File: src/hw/mtc_pkg.sv
// How it works
// - Standby pin low forces hardware standby; high means normal converting.
// - Overtemp pin pulls low while channel 1 or 4 exceeds its limit.
// - Alert pin pulls low while any channel exceeds its alert threshold.
// - Default order: remote 1, remote 2, remote 3, local, remote 4, repeat.
// - Each finished conversion is stored in that channel's temperature register.
// - Config bit 4 interleaves remote 1: 1,2,1,3,1,local,1,4.
// - Halt bit in config 1 gives software standby, converter disabled.
// - Hardware standby stops the converter clock; no conversions happen.
// - Standby keeps all temperature and threshold data; bus stays responsive.
// - Bus timeout is armed only after a START is seen.
// - Standby during conversion aborts it; temperature registers keep old values.
// - Bus clock low longer than timeout (25 ms at 100 MHz clock) resets interface.
// - Receive byte returns register chosen by last command byte.
`default_nettype none
package mtc_pkg;
	// ====================================================
	// Timing
	localparam int CLK_MHZ        = 100;
	localparam int TIMEOUT_MIN_MS = 25;
	localparam int TIMEOUT_CYC    = TIMEOUT_MIN_MS * 1000 * CLK_MHZ;
	// ====================================================
	// Register map
	localparam logic [7:0] A_TEMP     = 8'h00;
	localparam logic [7:0] A_ALERT    = 8'h10;
	localparam logic [7:0] A_OVT1     = 8'h20;
	localparam logic [7:0] A_OVT4     = 8'h21;
	localparam logic [7:0] A_CFG1     = 8'h30;
	localparam logic [7:0] A_ALARM    = 8'h31;
	localparam logic [7:0] A_IRQ_STAT = 8'h40;
	localparam logic [7:0] A_IRQ_EN   = 8'h41;
	localparam logic [7:0] A_IRQ_CLR  = 8'h42;
	localparam logic [7:0] A_PINS     = 8'h43;
	// ====================================================
	// Fields and reset values
	localparam int         CFG_ILV_BIT  = 4;
	localparam int         CFG_HALT_BIT = 6;
	localparam int         IRQ_SEQ      = 0;
	localparam int         IRQ_ALERT    = 1;
	localparam int         IRQ_OVT      = 2;
	localparam int         IRQ_TMO      = 3;
	localparam int         IRQ_ABORT    = 4;
	localparam logic [7:0] RST_TEMP     = 8'h00;
	localparam logic [7:0] RST_ALERT    = 8'h50;
	localparam logic [7:0] RST_OVT      = 8'h64;
	localparam logic [7:0] RST_CFG      = 8'h00;
	localparam logic [7:0] RST_IRQ_EN   = 8'h00;
	// ====================================================
	// Channels and sequence
	localparam int         NUM_CH       = 5;
	localparam logic [2:0] CH_LOCAL     = 3'h0;
	localparam logic [2:0] CH_R1        = 3'h1;
	localparam logic [2:0] CH_R2        = 3'h2;
	localparam logic [2:0] CH_R3        = 3'h3;
	localparam logic [2:0] CH_R4        = 3'h4;
	localparam logic [2:0] SEQ_LAST_DEF = 3'h4;
	localparam logic [2:0] SEQ_LAST_ILV = 3'h7;
	// ====================================================
	// Carriers
	typedef struct packed {
		logic       wr;
		logic [7:0] addr;
		logic [7:0] data;
	} mtc_wr_t;
	typedef struct packed {
		logic       start;
		logic       abort;
		logic [2:0] channel;
	} mtc_conv_t;
	typedef struct packed {
		logic       done;
		logic [7:0] result;
	} mtc_res_t;
endpackage : mtc_pkg
`default_nettype wire

File: src/hw/mtc_smb.sv
`timescale 1ns/1ps
`default_nettype none
module mtc_smb #(
	parameter int         TIMEOUT_CYC = mtc_pkg::TIMEOUT_CYC,
	parameter logic [6:0] SLAVE_ADDR  = 7'h2a
) (
	input  wire logic            i_clock,
	input  wire logic            i_rst,
	input  wire logic            i_scl,
	input  wire logic            i_sda,
	input  wire logic [7:0]      i_rdata,
	output logic                 o_sda_oe,
	output logic [7:0]           o_cmd,
	output mtc_pkg::mtc_wr_t     o_wr,
	output logic                 o_timeout
);
	import mtc_pkg::*;
	typedef enum {SB_IDLE, SB_ADDR, SB_CMD, SB_WDATA, SB_RDATA, SB_SKIP} mtc_sb_t;
	// ====================================================
	// Line filters and timeout
	logic [1:0]  s1, s2, s3, filt, prev, next_filt;
	logic [31:0] cnt, next_cnt;
	logic        armed, next_armed, next_timeout;
	logic        scl, sda, scl_rise, scl_fall, start, stop, tmo_hit;
	mtc_sb_t     state, next_state;
	logic [3:0]  bits, next_bits;
	logic [7:0]  sh, next_sh, tx, next_tx, next_cmd;
	logic        ack, next_ack, next_oe;
	mtc_wr_t     next_wr;
	always_comb begin
		next_filt = (s2 & ~(s2 ^ s3)) | (filt & (s2 ^ s3));
		scl = filt[1];
		sda = filt[0];
		scl_rise = scl & ~prev[1];
		scl_fall = ~scl & prev[1];
		start = scl & prev[1] & prev[0] & ~sda;
		stop = scl & prev[1] & ~prev[0] & sda;
		tmo_hit = armed && !scl && cnt >= 32'(TIMEOUT_CYC - 1);
		next_cnt = (armed && !scl) ? cnt + 32'h1 : 32'h0;
		next_armed = armed;
		next_timeout = 1'b0;
		if (start) begin
			next_armed = 1'b1;
		end else if (stop) begin
			next_armed = 1'b0;
		end else if (tmo_hit) begin
			next_armed = 1'b0;
			next_timeout = 1'b1;
			next_cnt = 32'h0;
		end
	end
	// ====================================================
	// Byte engine
	// Command byte persists between transactions so receive byte reuses it
	always_comb begin
		next_state = state;
		next_bits = bits;
		next_ack = ack;
		next_sh = sh;
		next_tx = tx;
		next_oe = o_sda_oe;
		next_cmd = o_cmd;
		next_wr = '0;
		if (start) begin
			next_state = SB_ADDR;
			next_bits = 4'h0;
			next_ack = 1'b0;
			next_oe = 1'b0;
		end else if (stop || tmo_hit) begin
			next_state = SB_IDLE;
			next_ack = 1'b0;
			next_oe = 1'b0;
		end else if (scl_rise && !ack && bits < 4'h8) begin
			next_sh = {sh[6:0], sda};
			next_bits = bits + 4'h1;
		end else if (scl_fall) begin
			if (ack) begin
				next_ack = 1'b0;
				next_bits = 4'h0;
				next_oe = 1'b0;
				case (state)
					SB_ADDR: begin
						if (sh[0]) begin
							next_state = SB_RDATA;
							next_tx = i_rdata;
							next_oe = ~i_rdata[7];
						end else begin
							next_state = SB_CMD;
						end
					end
					SB_CMD: next_state = SB_WDATA;
					default: next_state = SB_SKIP;
				endcase
			end else if (bits == 4'h8) begin
				case (state)
					SB_ADDR: begin
						if (sh[7:1] == SLAVE_ADDR) begin
							next_ack = 1'b1;
							next_oe = 1'b1;
						end else begin
							next_state = SB_SKIP;
						end
					end
					SB_CMD: begin
						next_ack = 1'b1;
						next_oe = 1'b1;
						next_cmd = sh;
					end
					SB_WDATA: begin
						next_ack = 1'b1;
						next_oe = 1'b1;
						next_wr = '{wr: 1'b1, addr: o_cmd, data: sh};
					end
					SB_RDATA: begin
						next_ack = 1'b1;
						next_oe = 1'b0;
					end
					default: next_state = SB_SKIP;
				endcase
			end else if (state == SB_RDATA) begin
				next_oe = ~tx[3'(4'h7 - bits)];
			end
		end
	end
	always_ff @(posedge i_clock) begin
		if (i_rst) begin
			s1 <= 2'h3;
			s2 <= 2'h3;
			s3 <= 2'h3;
			filt <= 2'h3;
			prev <= 2'h3;
			cnt <= 32'h0;
			armed <= 1'b0;
			o_timeout <= 1'b0;
			state <= SB_IDLE;
			bits <= 4'h0;
			ack <= 1'b0;
			sh <= 8'h00;
			tx <= 8'h00;
			o_sda_oe <= 1'b0;
			o_cmd <= 8'h00;
			o_wr <= '0;
		end else begin
			s1 <= {i_scl, i_sda};
			s2 <= s1;
			s3 <= s2;
			filt <= next_filt;
			prev <= filt;
			cnt <= next_cnt;
			armed <= next_armed;
			o_timeout <= next_timeout;
			state <= next_state;
			bits <= next_bits;
			ack <= next_ack;
			sh <= next_sh;
			tx <= next_tx;
			o_sda_oe <= next_oe;
			o_cmd <= next_cmd;
			o_wr <= next_wr;
		end
	end
	a_tmo_armed: assert property (@(posedge i_clock) disable iff (i_rst)
		o_timeout |-> $past(armed) && !armed) else $error("timeout fired unarmed");
	a_tmo_release: assert property (@(posedge i_clock) disable iff (i_rst)
		o_timeout |=> !o_sda_oe && state == SB_IDLE) else $error("no reset on timeout");
endmodule : mtc_smb
`default_nettype wire

File: src/hw/mtc_ctrl.sv
// The implementer's own choices: the address-and-strobe port and the register offsets.
`timescale 1ns/1ps
`default_nettype none
module mtc_ctrl #(
	parameter int TIMEOUT_CYC = mtc_pkg::TIMEOUT_CYC
) (
	input  wire logic              i_clock,
	input  wire logic              i_rst,
	input  wire logic [7:0]        i_reg_addr,
	input  wire logic [7:0]        i_reg_wdata,
	input  wire logic              i_reg_wr,
	input  wire logic              i_reg_rd,
	output logic [7:0]             o_reg_rdata,
	input  wire logic              i_standby_n_input,
	input  wire logic              i_smb_clk,
	input  wire logic              i_smb_data,
	output logic                   o_smb_data,
	output logic                   o_smb_data_oe,
	input  wire logic              i_overtemp_n_input,
	output logic                   o_overtemp_n_output,
	output logic                   o_overtemp_n_output_oe,
	input  wire logic              i_alert_n_input,
	output logic                   o_alert_n_output,
	output logic                   o_alert_n_output_oe,
	output logic                   o_adc_clk_en,
	output logic                   o_adc_enable,
	output mtc_pkg::mtc_conv_t     o_conv,
	input  wire mtc_pkg::mtc_res_t i_res,
	output logic                   o_irq
);
	import mtc_pkg::*;
	typedef enum {SQ_IDLE, SQ_START, SQ_WAIT} mtc_sq_t;

	// ====================================================
	// Helpers
	function automatic logic in_bank(input logic [7:0] a, input logic [7:0] base);
		in_bank = (a >= base) && (a < base + 8'(NUM_CH));
	endfunction : in_bank

	function automatic logic [2:0] chan_of(input logic [2:0] s, input logic ilv);
		logic [2:0] i;
		i = ilv ? 3'({1'b0, s[2:1]} + 3'h1) : s;
		case (i)
			3'h0: chan_of = CH_R1;
			3'h1: chan_of = CH_R2;
			3'h2: chan_of = CH_R3;
			3'h3: chan_of = CH_LOCAL;
			default: chan_of = CH_R4;
		endcase
		if (ilv && !s[0]) begin
			chan_of = CH_R1;
		end
	endfunction : chan_of

	// ====================================================
	// State
	logic [2:0]                p1, p2, p3, pins, next_pins;
	logic                      hw_standby_n_input, standby;
	logic [NUM_CH-1:0][7:0]    temp, next_temp, thr, next_thr;
	logic [1:0][7:0]           ovt, next_ovt;
	logic [7:0]                cfg, next_cfg, irq_en, next_en, irq_stat, next_stat;
	logic [7:0]                clr, ev, next_rdata, smb_rdata, smb_cmd;
	logic [NUM_CH-1:0]         alerts, next_alerts;
	logic                      over, next_over, next_irq;
	mtc_wr_t                   smb_wr;
	mtc_wr_t                   wsrc [0:1];
	logic                      smb_tmo, smb_oe;
	mtc_sq_t                   sq, next_sq;
	logic [2:0]                step, next_step, last;
	mtc_conv_t                 next_conv;
	logic                      wr_result, seq_done;

	function automatic logic [7:0] reg_read(input logic [7:0] a);
		logic [7:0] d;
		d = 8'h00;
		if (in_bank(a, A_TEMP)) begin
			d = temp[3'(a - A_TEMP)];
		end else if (in_bank(a, A_ALERT)) begin
			d = thr[3'(a - A_ALERT)];
		end else begin
			case (a)
				A_OVT1: d = ovt[0];
				A_OVT4: d = ovt[1];
				A_CFG1: d = cfg;
				A_ALARM: d = {2'h0, over, alerts};
				A_IRQ_STAT: d = irq_stat;
				A_IRQ_EN: d = irq_en;
				A_PINS: d = {5'h00, pins};
				default: d = 8'h00;
			endcase
		end
		reg_read = d;
	endfunction : reg_read

	// ====================================================
	// Pin synchronisers: standby, alert, overtemp
	// A level counts only once the second and third stage agree
	always_comb begin
		next_pins = (p2 & ~(p2 ^ p3)) | (pins & (p2 ^ p3));
		hw_standby_n_input = ~pins[0];
		standby = hw_standby_n_input | cfg[CFG_HALT_BIT];
	end

	always_ff @(posedge i_clock) begin
		if (i_rst) begin
			p1 <= 3'h7;
			p2 <= 3'h7;
			p3 <= 3'h7;
			pins <= 3'h7;
		end else begin
			p1 <= {i_overtemp_n_input, i_alert_n_input, i_standby_n_input};
			p2 <= p1;
			p3 <= p2;
			pins <= next_pins;
		end
	end

	// ====================================================
	// Serial interface
	// Keeps running in both standby modes
	mtc_smb #(
		.TIMEOUT_CYC (TIMEOUT_CYC)
	) u_smb (
		.i_clock   (i_clock),
		.i_rst     (i_rst),
		.i_scl     (i_smb_clk),
		.i_sda     (i_smb_data),
		.i_rdata   (smb_rdata),
		.o_sda_oe  (smb_oe),
		.o_cmd     (smb_cmd),
		.o_wr      (smb_wr),
		.o_timeout (smb_tmo)
	);

	assign smb_rdata = reg_read(smb_cmd);
	assign o_smb_data = 1'b0;
	assign o_smb_data_oe = smb_oe;

	// ====================================================
	// Conversion sequencer
	always_comb begin
		next_sq = sq;
		next_step = step;
		next_conv = '{start: 1'b0, abort: 1'b0, channel: o_conv.channel};
		wr_result = 1'b0;
		seq_done = 1'b0;
		last = cfg[CFG_ILV_BIT] ? SEQ_LAST_ILV : SEQ_LAST_DEF;
		case (sq)
			SQ_IDLE: begin
				if (!standby) begin
					next_sq = SQ_START;
					next_step = 3'h0;
				end
			end
			SQ_START: begin
				if (standby) begin
					next_sq = SQ_IDLE;
				end else begin
					next_conv.start = 1'b1;
					next_conv.channel = chan_of(step, cfg[CFG_ILV_BIT]);
					next_sq = SQ_WAIT;
				end
			end
			SQ_WAIT: begin
				if (standby) begin
					next_sq = SQ_IDLE;
					next_conv.abort = 1'b1;
				end else if (i_res.done) begin
					wr_result = 1'b1;
					seq_done = step >= last;
					next_step = (step >= last) ? 3'h0 : step + 3'h1;
					next_sq = SQ_START;
				end
			end
			default: next_sq = SQ_IDLE;
		endcase
	end

	always_ff @(posedge i_clock) begin
		if (i_rst) begin
			sq <= SQ_IDLE;
			step <= 3'h0;
			o_conv <= '0;
			o_adc_clk_en <= 1'b0;
			o_adc_enable <= 1'b0;
		end else begin
			sq <= next_sq;
			step <= next_step;
			o_conv <= next_conv;
			o_adc_clk_en <= ~hw_standby_n_input;
			o_adc_enable <= ~standby;
		end
	end

	// ====================================================
	// Register file
	// Port write lands after a bus write to the same register
	always_comb begin
		next_temp = temp;
		next_thr = thr;
		next_ovt = ovt;
		next_cfg = cfg;
		next_en = irq_en;
		clr = 8'h00;
		wsrc[0] = smb_wr;
		wsrc[1] = '{wr: i_reg_wr, addr: i_reg_addr, data: i_reg_wdata};
		for (int k = 0; k < 2; k++) begin
			if (wsrc[k].wr) begin
				if (in_bank(wsrc[k].addr, A_ALERT)) begin
					next_thr[3'(wsrc[k].addr - A_ALERT)] = wsrc[k].data;
				end
				case (wsrc[k].addr)
					A_OVT1: next_ovt[0] = wsrc[k].data;
					A_OVT4: next_ovt[1] = wsrc[k].data;
					A_CFG1: next_cfg = wsrc[k].data;
					A_IRQ_EN: next_en = wsrc[k].data;
					A_IRQ_CLR: clr = wsrc[k].data;
					default: ;
				endcase
			end
		end
		if (wr_result) begin
			next_temp[o_conv.channel] = i_res.result;
		end
		next_rdata = i_reg_rd ? reg_read(i_reg_addr) : 8'h00;
	end

	always_ff @(posedge i_clock) begin
		if (i_rst) begin
			temp <= {NUM_CH{RST_TEMP}};
			thr <= {NUM_CH{RST_ALERT}};
			ovt <= {2{RST_OVT}};
			cfg <= RST_CFG;
			irq_en <= RST_IRQ_EN;
			o_reg_rdata <= 8'h00;
		end else begin
			temp <= next_temp;
			thr <= next_thr;
			ovt <= next_ovt;
			cfg <= next_cfg;
			irq_en <= next_en;
			o_reg_rdata <= next_rdata;
		end
	end

	// ====================================================
	// Alarms and interrupt
	// Set wins over a clear in the same cycle so no event is lost
	always_comb begin
		for (int i = 0; i < NUM_CH; i++) begin
			next_alerts[i] = temp[i] > thr[i];
		end
		next_over = (temp[CH_R1] > ovt[0]) || (temp[CH_R4] > ovt[1]);
		ev = 8'h00;
		ev[IRQ_SEQ] = seq_done;
		ev[IRQ_ALERT] = (|next_alerts) & ~(|alerts);
		ev[IRQ_OVT] = next_over & ~over;
		ev[IRQ_TMO] = smb_tmo;
		ev[IRQ_ABORT] = next_conv.abort;
		next_stat = (irq_stat & ~clr) | ev;
		next_irq = |(next_stat & next_en);
	end

	always_ff @(posedge i_clock) begin
		if (i_rst) begin
			alerts <= '0;
			over <= 1'b0;
			irq_stat <= 8'h00;
			o_irq <= 1'b0;
		end else begin
			alerts <= next_alerts;
			over <= next_over;
			irq_stat <= next_stat;
			o_irq <= next_irq;
		end
	end

	assign o_alert_n_output = 1'b0;
	assign o_alert_n_output_oe = |alerts;
	assign o_overtemp_n_output = 1'b0;
	assign o_overtemp_n_output_oe = over;

	// ====================================================
	// Checks
	a_standby_n_input_pin_halt: assert property (@(posedge i_clock) disable iff (i_rst)
		!pins[0] |=> !o_conv.start && !o_adc_clk_en) else $error("converting in hw standby");
	a_halt_bit_stop: assert property (@(posedge i_clock) disable iff (i_rst)
		cfg[CFG_HALT_BIT] |=> !o_adc_enable && !o_conv.start) else $error("halt ignored");
	a_abort_keeps: assert property (@(posedge i_clock) disable iff (i_rst)
		(sq == SQ_WAIT && standby) |=> o_conv.abort && sq == SQ_IDLE && $stable(temp))
		else $error("abort changed data");
	a_result_stored: assert property (@(posedge i_clock) disable iff (i_rst)
		(sq == SQ_WAIT && !standby && i_res.done)
		|=> temp[$past(o_conv.channel)] == $past(i_res.result)) else $error("result lost");
	a_order_default: assert property (@(posedge i_clock) disable iff (i_rst)
		(o_conv.start && !$past(cfg[CFG_ILV_BIT])) |-> o_conv.channel ==
		((step == 3'h0) ? 3'h1 : (step == 3'h1) ? 3'h2 : (step == 3'h2) ? 3'h3 :
		(step == 3'h3) ? 3'h0 : 3'h4)) else $error("default order wrong");
	a_order_ilv: assert property (@(posedge i_clock) disable iff (i_rst)
		(o_conv.start && $past(cfg[CFG_ILV_BIT]))
		|-> (step[0] ? o_conv.channel != 3'h1 : o_conv.channel == 3'h1))
		else $error("interleave order wrong");
	a_over_drive: assert property (@(posedge i_clock) disable iff (i_rst)
		(temp[CH_R4] > ovt[1]) |=> o_overtemp_n_output_oe) else $error("overtemp not driven");
	a_alert_drive: assert property (@(posedge i_clock) disable iff (i_rst)
		((|alerts) == o_alert_n_output_oe) and ((temp[CH_LOCAL] > thr[CH_LOCAL]) |=> |alerts))
		else $error("alert not driven");
	a_restart_seq: assert property (@(posedge i_clock) disable iff (i_rst)
		(sq == SQ_IDLE && !standby) ##1 !standby |=> o_conv.start && step == 3'h0)
		else $error("no restart at step 0");
endmodule : mtc_ctrl
`default_nettype wire

File: config.mk
export PLATFORM = sky130hd
export DESIGN_NAME = mtc_ctrl
export DESIGN_NICKNAME = d
export VERILOG_FILES = /design/src/hw/mtc_pkg.sv /design/src/hw/mtc_smb.sv /design/src/hw/mtc_ctrl.sv
export SDC_FILE = /design/constraint.sdc
export NUM_CORES = 1
export LEC_CHECK = 0
export ABC_CLOCK_PERIOD_IN_PS = 3500
export BUFFER_PORTS_ARGS = -buffer_cell sky130_fd_sc_hd__buf_2
export CAP_MARGIN = 20
export CORE_ASPECT_RATIO = 1.2
export CORE_MARGIN = 1
export CORE_UTILIZATION = 29
export DETAILED_ROUTE_END_ITERATION = 7
export SYNTH_ARGS = -nofsm -noshare
export SYNTH_HDL_FRONTEND = slang
export SYNTH_HIERARCHICAL = 1
export SYNTH_SLANG_ARGS = --single-unit
File: constraint.sdc
create_clock -name i_clock -period 3.5 [get_ports i_clock]
set_clock_uncertainty 0.2 [all_clocks]
set_input_delay 0.525 -clock i_clock [delete_from_list [all_inputs] [get_ports i_clock]]
set_output_delay 0.525 -clock i_clock [all_outputs]
set_load 0.01 [all_outputs]
==> results.sh, run 1 <==
export IMPL_die_height_um=242
export IMPL_cp_required_ps=3740
export IMPL_ir_worst_vdd_uv=356
export IMPL_fin_ws_ps=426
export IMPL_slew_violations=0
export IMPL_dp_hpwl_um=36100
export IMPL_grt_start_max_net_pins=119
export IMPL_area_growth_syn_to_layout_pct=14.6
export IMPL_power_per_cell_area_mw_per_mm2=404
export IMPL_grt_pass1_vias=11906
export IMPL_cts_num_sinks=253
export IMPL_postRouteAntennaNets=0
export IMPL_cts_setup_buffers=0
export IMPL_num_vias=12304
export IMPL_maxCapViolations=0
export IMPL_rsz0062_at_grt="no"
export IMPL_post_cts_resized=0
export IMPL_syn_area_mm2=0.0139
export IMPL_hold_viol=0
export IMPL_hp_class="input pin to register"
export IMPL_fmax_mhz=325
export IMPL_ys_types=77
export IMPL_synth_edf_count=0
export IMPL_status="complete, no violations"
export IMPL_routabilityCongestion=0.968
export IMPL_crit_fanout=8
export IMPL_netlist_instances=1579
export IMPL_final_period_utilization_pct=87.8
export IMPL_insertion_delay_ps=570
export IMPL_syn_avg_cell_area_um2=8.80
export IMPL_gr_total_overflow=0
export IMPL_drc=0
export IMPL_yosysSeqAreaShare_pct=36.5
export IMPL_ys_async_sr_fraction_pct=0
export IMPL_cts_buffers=29
export IMPL_num_nets_final=1714
export IMPL_synth_seq_cells=253
export IMPL_synth_area_leaders="dfxtp_1, mux2i_1, ha_1, nor2_1, mux4_2"
export IMPL_slew_headroom_pct=30.7
export IMPL_synth_top_area_share_pct=36.5
export IMPL_fin_util_pct=33.8
export IMPL_period_minus_slack_ps=3070
export IMPL_antenna_found_initial=1
export IMPL_drt_total_wl_um=48400
export IMPL_wl_per_cell_um=21.4
export IMPL_clk_pin_slew_worst_paths_ps=60
export IMPL_yosysTopAreaCell="dfxtp_1"
export IMPL_worstMarginPinSlew_ps=1040
export IMPL_grt_first_pass_wirelength_um=73100
export IMPL_drt_pass1_iterations=5
export IMPL_cts_tree="done"
export IMPL_core_rowCount=87
export IMPL_setup_viol=0
export IMPL_core_mm2=0.0471
export IMPL_dp_slack_ps=305
export IMPL_drt_iter0_drc=1122
export IMPL_drive_above_1_share_pct=13.7
export IMPL_die_w_um=202
export IMPL_die_area_mm2=0.0488
export IMPL_num_antenna_cells=0
export IMPL_fin_tns_setup_ps=0
export IMPL_via_per_inst=5.44
export IMPL_root_buffer="clkbuf_16"
export IMPL_worst_ep_arrival_time_ps=3310
export IMPL_start_util_pct=29.5
export IMPL_portBuffers=52
export IMPL_worstSetupEndpointType="register"
export IMPL_crit_type="register to register"
export IMPL_track_usage_pct=19.4
export IMPL_cts_max_level=1
export IMPL_clockBufferDepth=3
export IMPL_p_leak_nw=6.13
export IMPL_synth_flop_cell="dfxtp_1"
export IMPL_yosysWarnings=6
export IMPL_io_pins=56
export IMPL_cp_start_kind="register"
-- state kept, by name, indices dropped and copies added, names as in the netlist, 4 cells and up, named ones only --
register / cells
alerts: 5
cfg: 8
irq_en: 8
irq_stat: 8
o_conv: 5
o_reg_rdata: 8
ovt: 16
temp: 40
thr: 40
u_smb/bits: 4
u_smb/cnt: 32
u_smb/o_cmd: 8
u_smb/o_wr: 17
u_smb/sh: 8
u_smb/tx: 8
-- critical path: stages (launching register included) --
cell	delay, ps
dfxtp_1	410
or3b_1	490
or3_1	600
mux2_4	380
mux2i_1	190
a211oi_1	90
o41ai_1	440
o211ai_1	140
-- report_power, final --
group / leakage (nW) / total [mW] / internal (mW) / switching, mW
Combinational: 3.58 / 0.264 / 0.0867 / 0.177
Sequential: 2.05 / 2.93 / 2.91 / 0.0248
Clock: 0.499 / 3.23 / 1.94 / 1.29
-- final timing paths --
check | to | from | slack (ps) | cells past startpoint
setup / recovery | o_irq$_SDFF_PP0_ | u_smb/o_wr[8]$_SDFF_PP0_ | 430 | 7
hold / removal | temp[5]$_SDFFE_PP0P_ | i_res[5] | 70 | 3
hold reg to reg | p2[0]$_SDFF_PP1_ | p1[0]$_SDFF_PP1_ | 210 | 1
setup reg to reg | o_irq$_SDFF_PP0_ | u_smb/o_wr[8]$_SDFF_PP0_ | 430 | 7
-- what timing repair did --
item,in CTS,in global routing
hold buffers,5,0
endpoints found under the hold margin,5,0
setup endpoints to repair,0,0
-- metal layers --
metal	track usage, %	vias up	part of all wire (%)
li1	-	5772	-
met1	24.3	5890	41
met2	32.4	514	47
met3	2.44	126	6.0
met4	10.3	2	5.5
met5	0	-	0.027
-- layout make-up --
type | count | area, µm²
fill | 4877 | 31200
inverter | 79 | 297
sequential | 253 | 5060
multi-input combinational | 1159 | 8140
clock inverter | 15 | 203
tap | 623 | 779
clock buffer | 39 | 813
timing repair buffer | 94 | 616
-- kinds of logic after synthesis --
family | Yosys count | synth area share, %
AND/OR/NAND/NOR | 579 | 21.1
adder cells (fa/ha/maj) | 64 | 5.77
buffers and inverters | 178 | 5.37
AO/OA/AOI/OAI | 333 | 16.1
XOR/XNOR | 22 | 1.39
other | 2 | 0.0541
flip-flops | 253 | 36.5
multiplexers | 148 | 13.9
-- synthesized netlist by cell type (28+ instances only) --
library cell and instances:
clkbuf_1 75, a211oi_1 54, nor2_1 211, dfxtp_1 253, mux4_2 34, nor3_1 28
mux2i_1 106, inv_1 76, o21ai_0 29, nand3_1 35, a22oi_1 45, ha_1 64
nand2b_1 44, nand2_1 107, a21oi_1 85
-- cells in the final DEF, fill, tap and decap left out, drive strengths merged, types with 12 or more instances in the layout --
cell    count
nand3      35
buf        89
conb       13
nand2     107
dfxtp     253
nor3b      21
nor2      211
nand2b     44
or2        26
inv        80
mux2i     106
o22ai      12
o21ai      51
nor4       12
nor3       28
ha         64
a22oi      45
o211ai     14
a21oi      85
nor2b      15
nand4      27
a211oi     55
mux4       34
a221oi     18
clkbuf     39
-- per-stage QoR --
step | hold slack (ps) | total power, mW | cells | cell area [µm²]
after floorplan | 189 | 3.14 | 1590 | 13900
after global placement | 194 | 3.25 | 2203 | 14800
after detailed placement | 194 | 3.25 | 2203 | 14800
after CTS | 46.1 | 6.49 | 2262 | 15900
after global routing | 83.8 | 6.66 | 2262 | 15900
final | 72.5 | 6.42 | 2262 | 15900
No activity file was read; power rests on OpenSTA's default activity.
==> run 2: changes to the inputs <==
--- a/config.mk
+++ b/config.mk
@@ -10,7 +10,7 @@
 export CAP_MARGIN = 20
 export CORE_ASPECT_RATIO = 1.2
 export CORE_MARGIN = 1
-export CORE_UTILIZATION = 29
+export CORE_UTILIZATION = 45
 export DETAILED_ROUTE_END_ITERATION = 7
 export SYNTH_ARGS = -nofsm -noshare
 export SYNTH_HDL_FRONTEND = slang
==> run 2 against run 1 <==
  * Sequential power about the same
  * Sequential cell count did not move
  * Routed wire length is 4.2% lower
  * Clock power decreased by 5%
  * Worst setup slack improved by 70 ps
  * First-iteration DRC count down 5.7%
  * Die area fell by 35%
  * Maximum frequency up 2.3%
  * Register-to-register slack better by 70 ps
  * Global-route usage grew 9.9 points
  * Count of clock-buffer cells in the layout fell by 1
  * Via count fell by 0.17%
==> results.sh, run 2 (synthesis results as in run 1) <==
export IMPL_crit_type="register to register"
export IMPL_path_buf_inv=0
export IMPL_worstSetupEndpointType="register"
export IMPL_postRouteAntennaNets=0
export IMPL_final_period_utilization_pct=85.8
export IMPL_maxCapViolations=0
export IMPL_cts_setup_buffers=0
export IMPL_crit_fanout=8
export IMPL_worst_ep_arrival_time_ps=3230
export IMPL_nFillCells=2834
export IMPL_dp_cells=1981
export IMPL_worstHoldEndpoint="temp[5]$_SDFFE_PP0P_"
export IMPL_grt_pass1_vias=11765
export IMPL_worstMarginPinSlew_ps=916
export IMPL_crit_family="simple AND/OR/NAND/NOR gates"
export IMPL_place_area_mm2=0.0146
export IMPL_fin_ws_ps=496
export IMPL_p_leak_nw=6.12
export IMPL_num_vias=12283
export IMPL_fmax_mhz=333
export IMPL_hp_class="input pin to register"
export IMPL_core_mm2=0.0304
export IMPL_start_util_pct=45.7
export IMPL_fin_tns_setup_ps=0
export IMPL_reg2reg_depth=7
export IMPL_fin_util_pct=51.4
export IMPL_clk_pin_slew_worst_paths_ps=70
export IMPL_power_per_cell_area_mw_per_mm2=402
export IMPL_r2r_start="u_smb/o_wr[8]$_SDFF_PP0_"
export IMPL_rsz0062_at_grt="no"
export IMPL_hold_start="i_res[5]"
export IMPL_cts_num_sinks=253
export IMPL_r2r_slack_ps=500
export IMPL_clockBufferDepth=3
export IMPL_antenna_found_initial=2
export IMPL_finalNonFillerCells=2040
export IMPL_cts_buffers=28
export IMPL_drt_total_wl_um=46400
export IMPL_core_rowCount=70
export IMPL_grt_start_max_net_pins=72
export IMPL_ir_worst_vdd_uv=428
export IMPL_drt_iter0_drc=1058
export IMPL_cpPeakStageDelay_ps=530
export IMPL_crit_path_top_delay_cell="or3_1"
export IMPL_slew_headroom_pct=38.4
export IMPL_via_per_inst=6.02
export IMPL_num_nets_final=1718
export IMPL_dp_hpwl_um=34500
export IMPL_grt_first_pass_wirelength_um=70400
export IMPL_area_growth_syn_to_layout_pct=12.5
export IMPL_hold_viol=0
export IMPL_cp_required_ps=3720
export IMPL_routabilityCongestion=0.967
export IMPL_die_area_mm2=0.0316
export IMPL_io_pins=56
export IMPL_cts_tree="done"
export IMPL_cp_start_kind="register"
export IMPL_layout_common_cells="dfxtp_1, nor2_1, nand2_1"
export IMPL_period_minus_slack_ps=3000
export IMPL_largestRegisters="temp (40), thr (40), u_smb/cnt (32)"
export IMPL_status="complete, no violations"
export IMPL_layout_commonest_cell="dfxtp_1"
export IMPL_drc=0
export IMPL_cts_max_level=1
export IMPL_slew_violations=0
export IMPL_dp_slack_ps=313
export IMPL_setup_viol=0
export IMPL_die_w_um=162
export IMPL_portBuffers=52
export IMPL_insertion_delay_ps=560
export IMPL_die_height_um=194
export IMPL_gr_total_overflow=0
export IMPL_final_area_mm2=0.0156
export IMPL_drt_pass1_iterations=6
export IMPL_track_usage_pct=29.3
export IMPL_cp_cell_sequence="or3b_1 -> or3_1 -> mux2_4 -> mux2i_1 -> a211oi_1 -> o41ai_1 -> o211ai_1"
export IMPL_r2r_end="o_irq$_SDFF_PP0_"
export IMPL_wl_per_cell_um=22.7
export IMPL_hold_depth=3
export IMPL_drive_above_1_share_pct=14.0
export IMPL_root_buffer="clkbuf_16"
[run 2: repair_timing]
action / CTS / global route
hold endpoints to repair: 5 / 0
hold buffers: 5 / 0
resized for setup: 0 / 0
[run 2: per-layer routing]
layer	GRT usage, %	wire [µm]	up-vias
li1	-	-	5777
met1	37.3	19400	5895
met2	48.9	21800	491
met3	3.86	2950	120
met4	13.8	2210	0
met5	0	0	-
[run 2: power by group]
group	internal, mW	leakage [nW]	total, mW	switching, mW
sequential	2.91	2.05	2.93	0.0237
clock	1.82	0.472	3.08	1.26
combinational	0.0889	3.60	0.268	0.179
[run 2: worst min-delay path: cells and delay by family]
kind,cells,cell delay [ps]
compound gates,1,50
buf+inv,1,140
simple gates,1,70
[run 2: how the worst max path moves through the flow]
stage,from,to,slack (ps),depth (start not counted)
2_1_floorplan,u_smb/o_cmd[0]$_SDFFE_PP0P_,u_smb/o_sda_oe$_SDFFE_PP0P_,720,11
3_3_place_gp,i_reg_addr[5],o_irq$_SDFF_PP0_,380,7
3_5_place_dp,i_reg_addr[5],o_irq$_SDFF_PP0_,310,7
4_1_cts,u_smb/o_wr[8]$_SDFF_PP0_,o_irq$_SDFF_PP0_,550,7
5_1_grt,u_smb/o_wr[8]$_SDFF_PP0_,o_irq$_SDFF_PP0_,330,7
6_report,u_smb/o_wr[8]$_SDFF_PP0_,o_irq$_SDFF_PP0_,500,7
[run 2: area by class of cell]
class | count | area (µm²) | share of cell area, %
clock inverters | 14 | 149 | 0.953
flip-flops and latches | 253 | 5060 | 32.4
inverters | 79 | 297 | 1.90
clock buffers | 38 | 830 | 5.31
multi-input cells | 1159 | 8140 | 52.1
well taps | 396 | 495 | 3.17
repair buffers | 99 | 641 | 4.10
diodes | 2 | 5.00 | 0.0320
[run 2: per-stage QoR]
step           total power, mW  hold WS, ps
6_report                  6.28         95.9
5_1_grt                   6.46         94.9
4_1_cts                   6.33         84.6
3_5_place_dp              3.25          197
3_3_place_gp              3.25          192
2_1_floorplan             3.14          189
==> run 3: changes to the inputs <==
--- a/config.mk
+++ b/config.mk
@@ -14,5 +14,4 @@
 export DETAILED_ROUTE_END_ITERATION = 7
 export SYNTH_ARGS = -nofsm -noshare
 export SYNTH_HDL_FRONTEND = slang
-export SYNTH_HIERARCHICAL = 1
 export SYNTH_SLANG_ARGS = --single-unit
==> run 3 against run 2 <==
  * First-iteration DRC count up 4.3%
  * Sequential share of layout area up 0.69 points
  * Synthesized cell count down 1.8%
  * Core utilization up 0.10 points
  * Sequential cell count unchanged
  * Combinational power down 3%
  * Worst setup slack better by 55 ps
  * Clock power about the same
  * Maximum frequency up 1.9%
  * Critical path type unchanged
  * Critical endpoint is now u_smb.tx[1]$_SDFFE_PP0P_
  * Highest routed layer unchanged
==> results.sh, run 3 <==
export IMPL_status="complete, no violations"
export IMPL_cp_required_ps=3710
export IMPL_core_rowCount=69
export IMPL_yosysWarnings=0
export IMPL_io_pins=56
export IMPL_crit_type="register to register"
export IMPL_num_nets_final=1685
export IMPL_insertion_delay_ps=560
export IMPL_dp_slack_ps=435
export IMPL_die_area_mm2=0.0310
export IMPL_slew_violations=0
export IMPL_postRouteAntennaNets=0
export IMPL_drt_pass1_iterations=6
export IMPL_layout_common_cells="dfxtp_1, nor2_1, mux2i_1"
export IMPL_setup_viol=0
export IMPL_area_growth_syn_to_layout_pct=12.3
export IMPL_synth_edf_count=0
export IMPL_cts_tree="done"
export IMPL_cts_buffers=27
export IMPL_cts_num_sinks=253
export IMPL_grt_first_pass_wirelength_um=71300
export IMPL_nFillCells=2846
export IMPL_via_per_inst=6.06
export IMPL_r2r_end="u_smb.tx[1]$_SDFFE_PP0P_"
export IMPL_period_minus_slack_ps=2950
export IMPL_hold_viol=0
export IMPL_yosysMostFrequentCell="dfxtp_1"
export IMPL_die_height_um=193
export IMPL_final_period_utilization_pct=84.3
export IMPL_pwr_share_clk_pct=49.3
export IMPL_synth_top_area_share_pct=37.2
export IMPL_syn_avg_cell_area_um2=8.78
export IMPL_cpPeakStageDelay_ps=590
export IMPL_drt_iter0_drc=1104
export IMPL_cts_setup_buffers=0
export IMPL_p_leak_nw=6.24
export IMPL_netlist_instances=1551
export IMPL_portBuffers=52
export IMPL_fin_tns_setup_ps=0
export IMPL_crit_fanout=16
export IMPL_worst_ep_arrival_time_ps=3160
export IMPL_synth_seq_cells=253
export IMPL_dp_hpwl_um=35800
export IMPL_grt_start_max_net_pins=67
export IMPL_syn_area_mm2=0.0136
export IMPL_largestRegisters="temp (40), thr (40), u_smb.cnt (32)"
export IMPL_synth_commonest_cells="dfxtp_1, nor2_1, mux2i_1"
export IMPL_rsz0062_at_grt="no"
export IMPL_yosysTopAreaCell="dfxtp_1"
export IMPL_antenna_found_initial=0
export IMPL_maxCapViolations=0
export IMPL_reg2reg_depth=6
export IMPL_start_util_pct=45.9
export IMPL_root_buffer="clkbuf_16"
export IMPL_cts_max_level=1
export IMPL_ir_worst_vdd_uv=352
export IMPL_yosysSeqAreaShare_pct=37.2
export IMPL_intPower_mw=4.83
export IMPL_track_usage_pct=30.7
export IMPL_power_per_cell_area_mw_per_mm2=410
export IMPL_drive_above_1_share_pct=12.7
export IMPL_combPwrFrac_pct=4.1
export IMPL_ys_types=81
export IMPL_worstMarginPinSlew_ps=1070
export IMPL_core_mm2=0.0297
export IMPL_die_w_um=161
export IMPL_post_cts_resized=0
export IMPL_startpoint="u_smb.o_cmd[0]$_SDFFE_PP0P_"
export IMPL_power_share_sequential_pct=46.6
export IMPL_drt_total_wl_um=47500
export IMPL_worstSetupEndpointType="register"
export IMPL_totalPowerFinal_mw=6.28
export IMPL_wl_per_cell_um=23.8
export IMPL_layout_commonest_cell="dfxtp_1"
export IMPL_crit_path_top_delay_cell="dfxtp_1"
export IMPL_clockBufferDepth=3
export IMPL_synth_area_leaders="dfxtp_1, mux2i_1, nor2_1, ha_1, mux4_2"
export IMPL_cp_cell_sequence="buf_4 -> mux4_2 -> a22oi_1 -> o22ai_1 -> a2111oi_0 -> a211oi_1"
export IMPL_num_vias=12129
export IMPL_gr_total_overflow=0
export IMPL_synth_flop_cell="dfxtp_1"
export IMPL_routabilityCongestion=0.974
export IMPL_r2r_slack_ps=550
export IMPL_r2r_start="u_smb.o_cmd[0]$_SDFFE_PP0P_"
export IMPL_ys_async_sr_fraction_pct=0
export IMPL_hp_class="input pin to register"
export IMPL_drc=0
export IMPL_slew_headroom_pct=28.7
export IMPL_swShare_pct=23.0
export IMPL_fin_ws_ps=551
export IMPL_fmax_mhz=339
export IMPL_cp_start_kind="register"
export IMPL_power_switching_mw=1.44
export IMPL_clk_pin_slew_worst_paths_ps=70
export IMPL_grt_pass1_vias=11578
export IMPL_crit_path_end="u_smb.tx[1]$_SDFFE_PP0P_"
run 3: cell count changes in the layout (fill, tap and decap cells not counted), moves of 11 or more:
cell      previous run  this run
nor2b_1             15        29
o21ai_1             21         1
mux2i_1            106       121
nand3_1             35        50
a221o_1              2        17
nand2b_1            44        33
and2_1               2        25
a221oi_1            18         6
a22oi_1             45        31
a211oi_1            54        42
run 3: per-layer routing:
layer / wire length (µm) / vias to the layer above / share of wire, % / track usage, %
li1: - / 5651 / - / -
met1: 18400 / 5804 / 39 / 36.4
met2: 23000 / 507 / 48 / 53.5
met3: 2950 / 167 / 6.2 / 3.48
met4: 3220 / 0 / 6.8 / 18.7
met5: 0 / - / 0 / 0
run 3: power by group through the flow:
| stage | Sequential (mW) | Combinational (mW) | Clock [mW] |
|---|---|---|---|
| global route | 2.92 | 0.278 | 3.25 |
| detailed placement | 2.99 | 0.250 | 0 |
| CTS | 2.92 | 0.255 | 3.15 |
| finish | 2.92 | 0.259 | 3.10 |
| floorplan | 2.98 | 0.150 | 0 |
| global placement | 2.99 | 0.248 | 0 |
run 3: cells by family (layout without fill, tap and decap cells):
| logic type | Yosys count | count (layout) | synth area share, % |
|---|---|---|---|
| compound gates | 314 | 314 | 16.0 |
| xor+xnor | 21 | 21 | 1.35 |
| fa+ha+maj | 62 | 62 | 5.69 |
| buf+inv | 160 | 207 | 4.65 |
| flops | 253 | 253 | 37.2 |
| mux | 151 | 151 | 13.4 |
| other cells | 1 | 14 | 0.0275 |
| simple gates | 589 | 589 | 21.7 |
run 3: metrics by stage:
step,hold WS (ps),util [%],std cells,cell area [µm²]
floorplan,189,-,1563,13700
global placement,191,48.1,1945,14300
detailed placement,195,48.1,1945,14300
CTS,30.7,51.5,2000,15300
global route,62.0,51.5,2000,15300
finish,55.5,51.5,2001,15300
run 3: timing repair:
| action | in CTS | in global routing |
|---|---|---|
| endpoints found under the setup margin | 0 | 0 |
| hold buffers | 5 | 0 |
| endpoints found under the hold margin | 5 | 0 |
run 3: critical path: cells and delay by family (launching register included):
kind	cells	cell delay, ps
muxes	1	560
AOI/OAI and AO/OA	4	1070
buffers and inverters	1	390
DFF	1	590
run 3: cell type report:
class | count | area (µm²) | share of cell area [%]
antenna | 1 | 2.50 | 0.0164
clock buffer | 37 | 773 | 5.06
clock inverter | 13 | 184 | 1.20
inverter | 68 | 255 | 1.67
multi-input combinational | 1150 | 7970 | 52.1
timing repair buffer | 89 | 557 | 3.64
tap | 390 | 488 | 3.19
sequential | 253 | 5060 | 33.1
run 3: how the worst min path moves through the flow:
stage,start,to,slack (ps),cells after the start
CTS,i_reg_rd,o_reg_rdata[6]$_SDFF_PP0_,30,3
floorplan,p1[0]$_SDFF_PP1_,p2[0]$_SDFF_PP1_,190,1
global route,i_reg_rd,o_reg_rdata[6]$_SDFF_PP0_,60,3
global placement,p1[0]$_SDFF_PP1_,p2[0]$_SDFF_PP1_,190,1
finish,i_reg_rd,o_reg_rdata[6]$_SDFF_PP0_,60,3
detailed placement,p1[0]$_SDFF_PP1_,p2[0]$_SDFF_PP1_,200,1
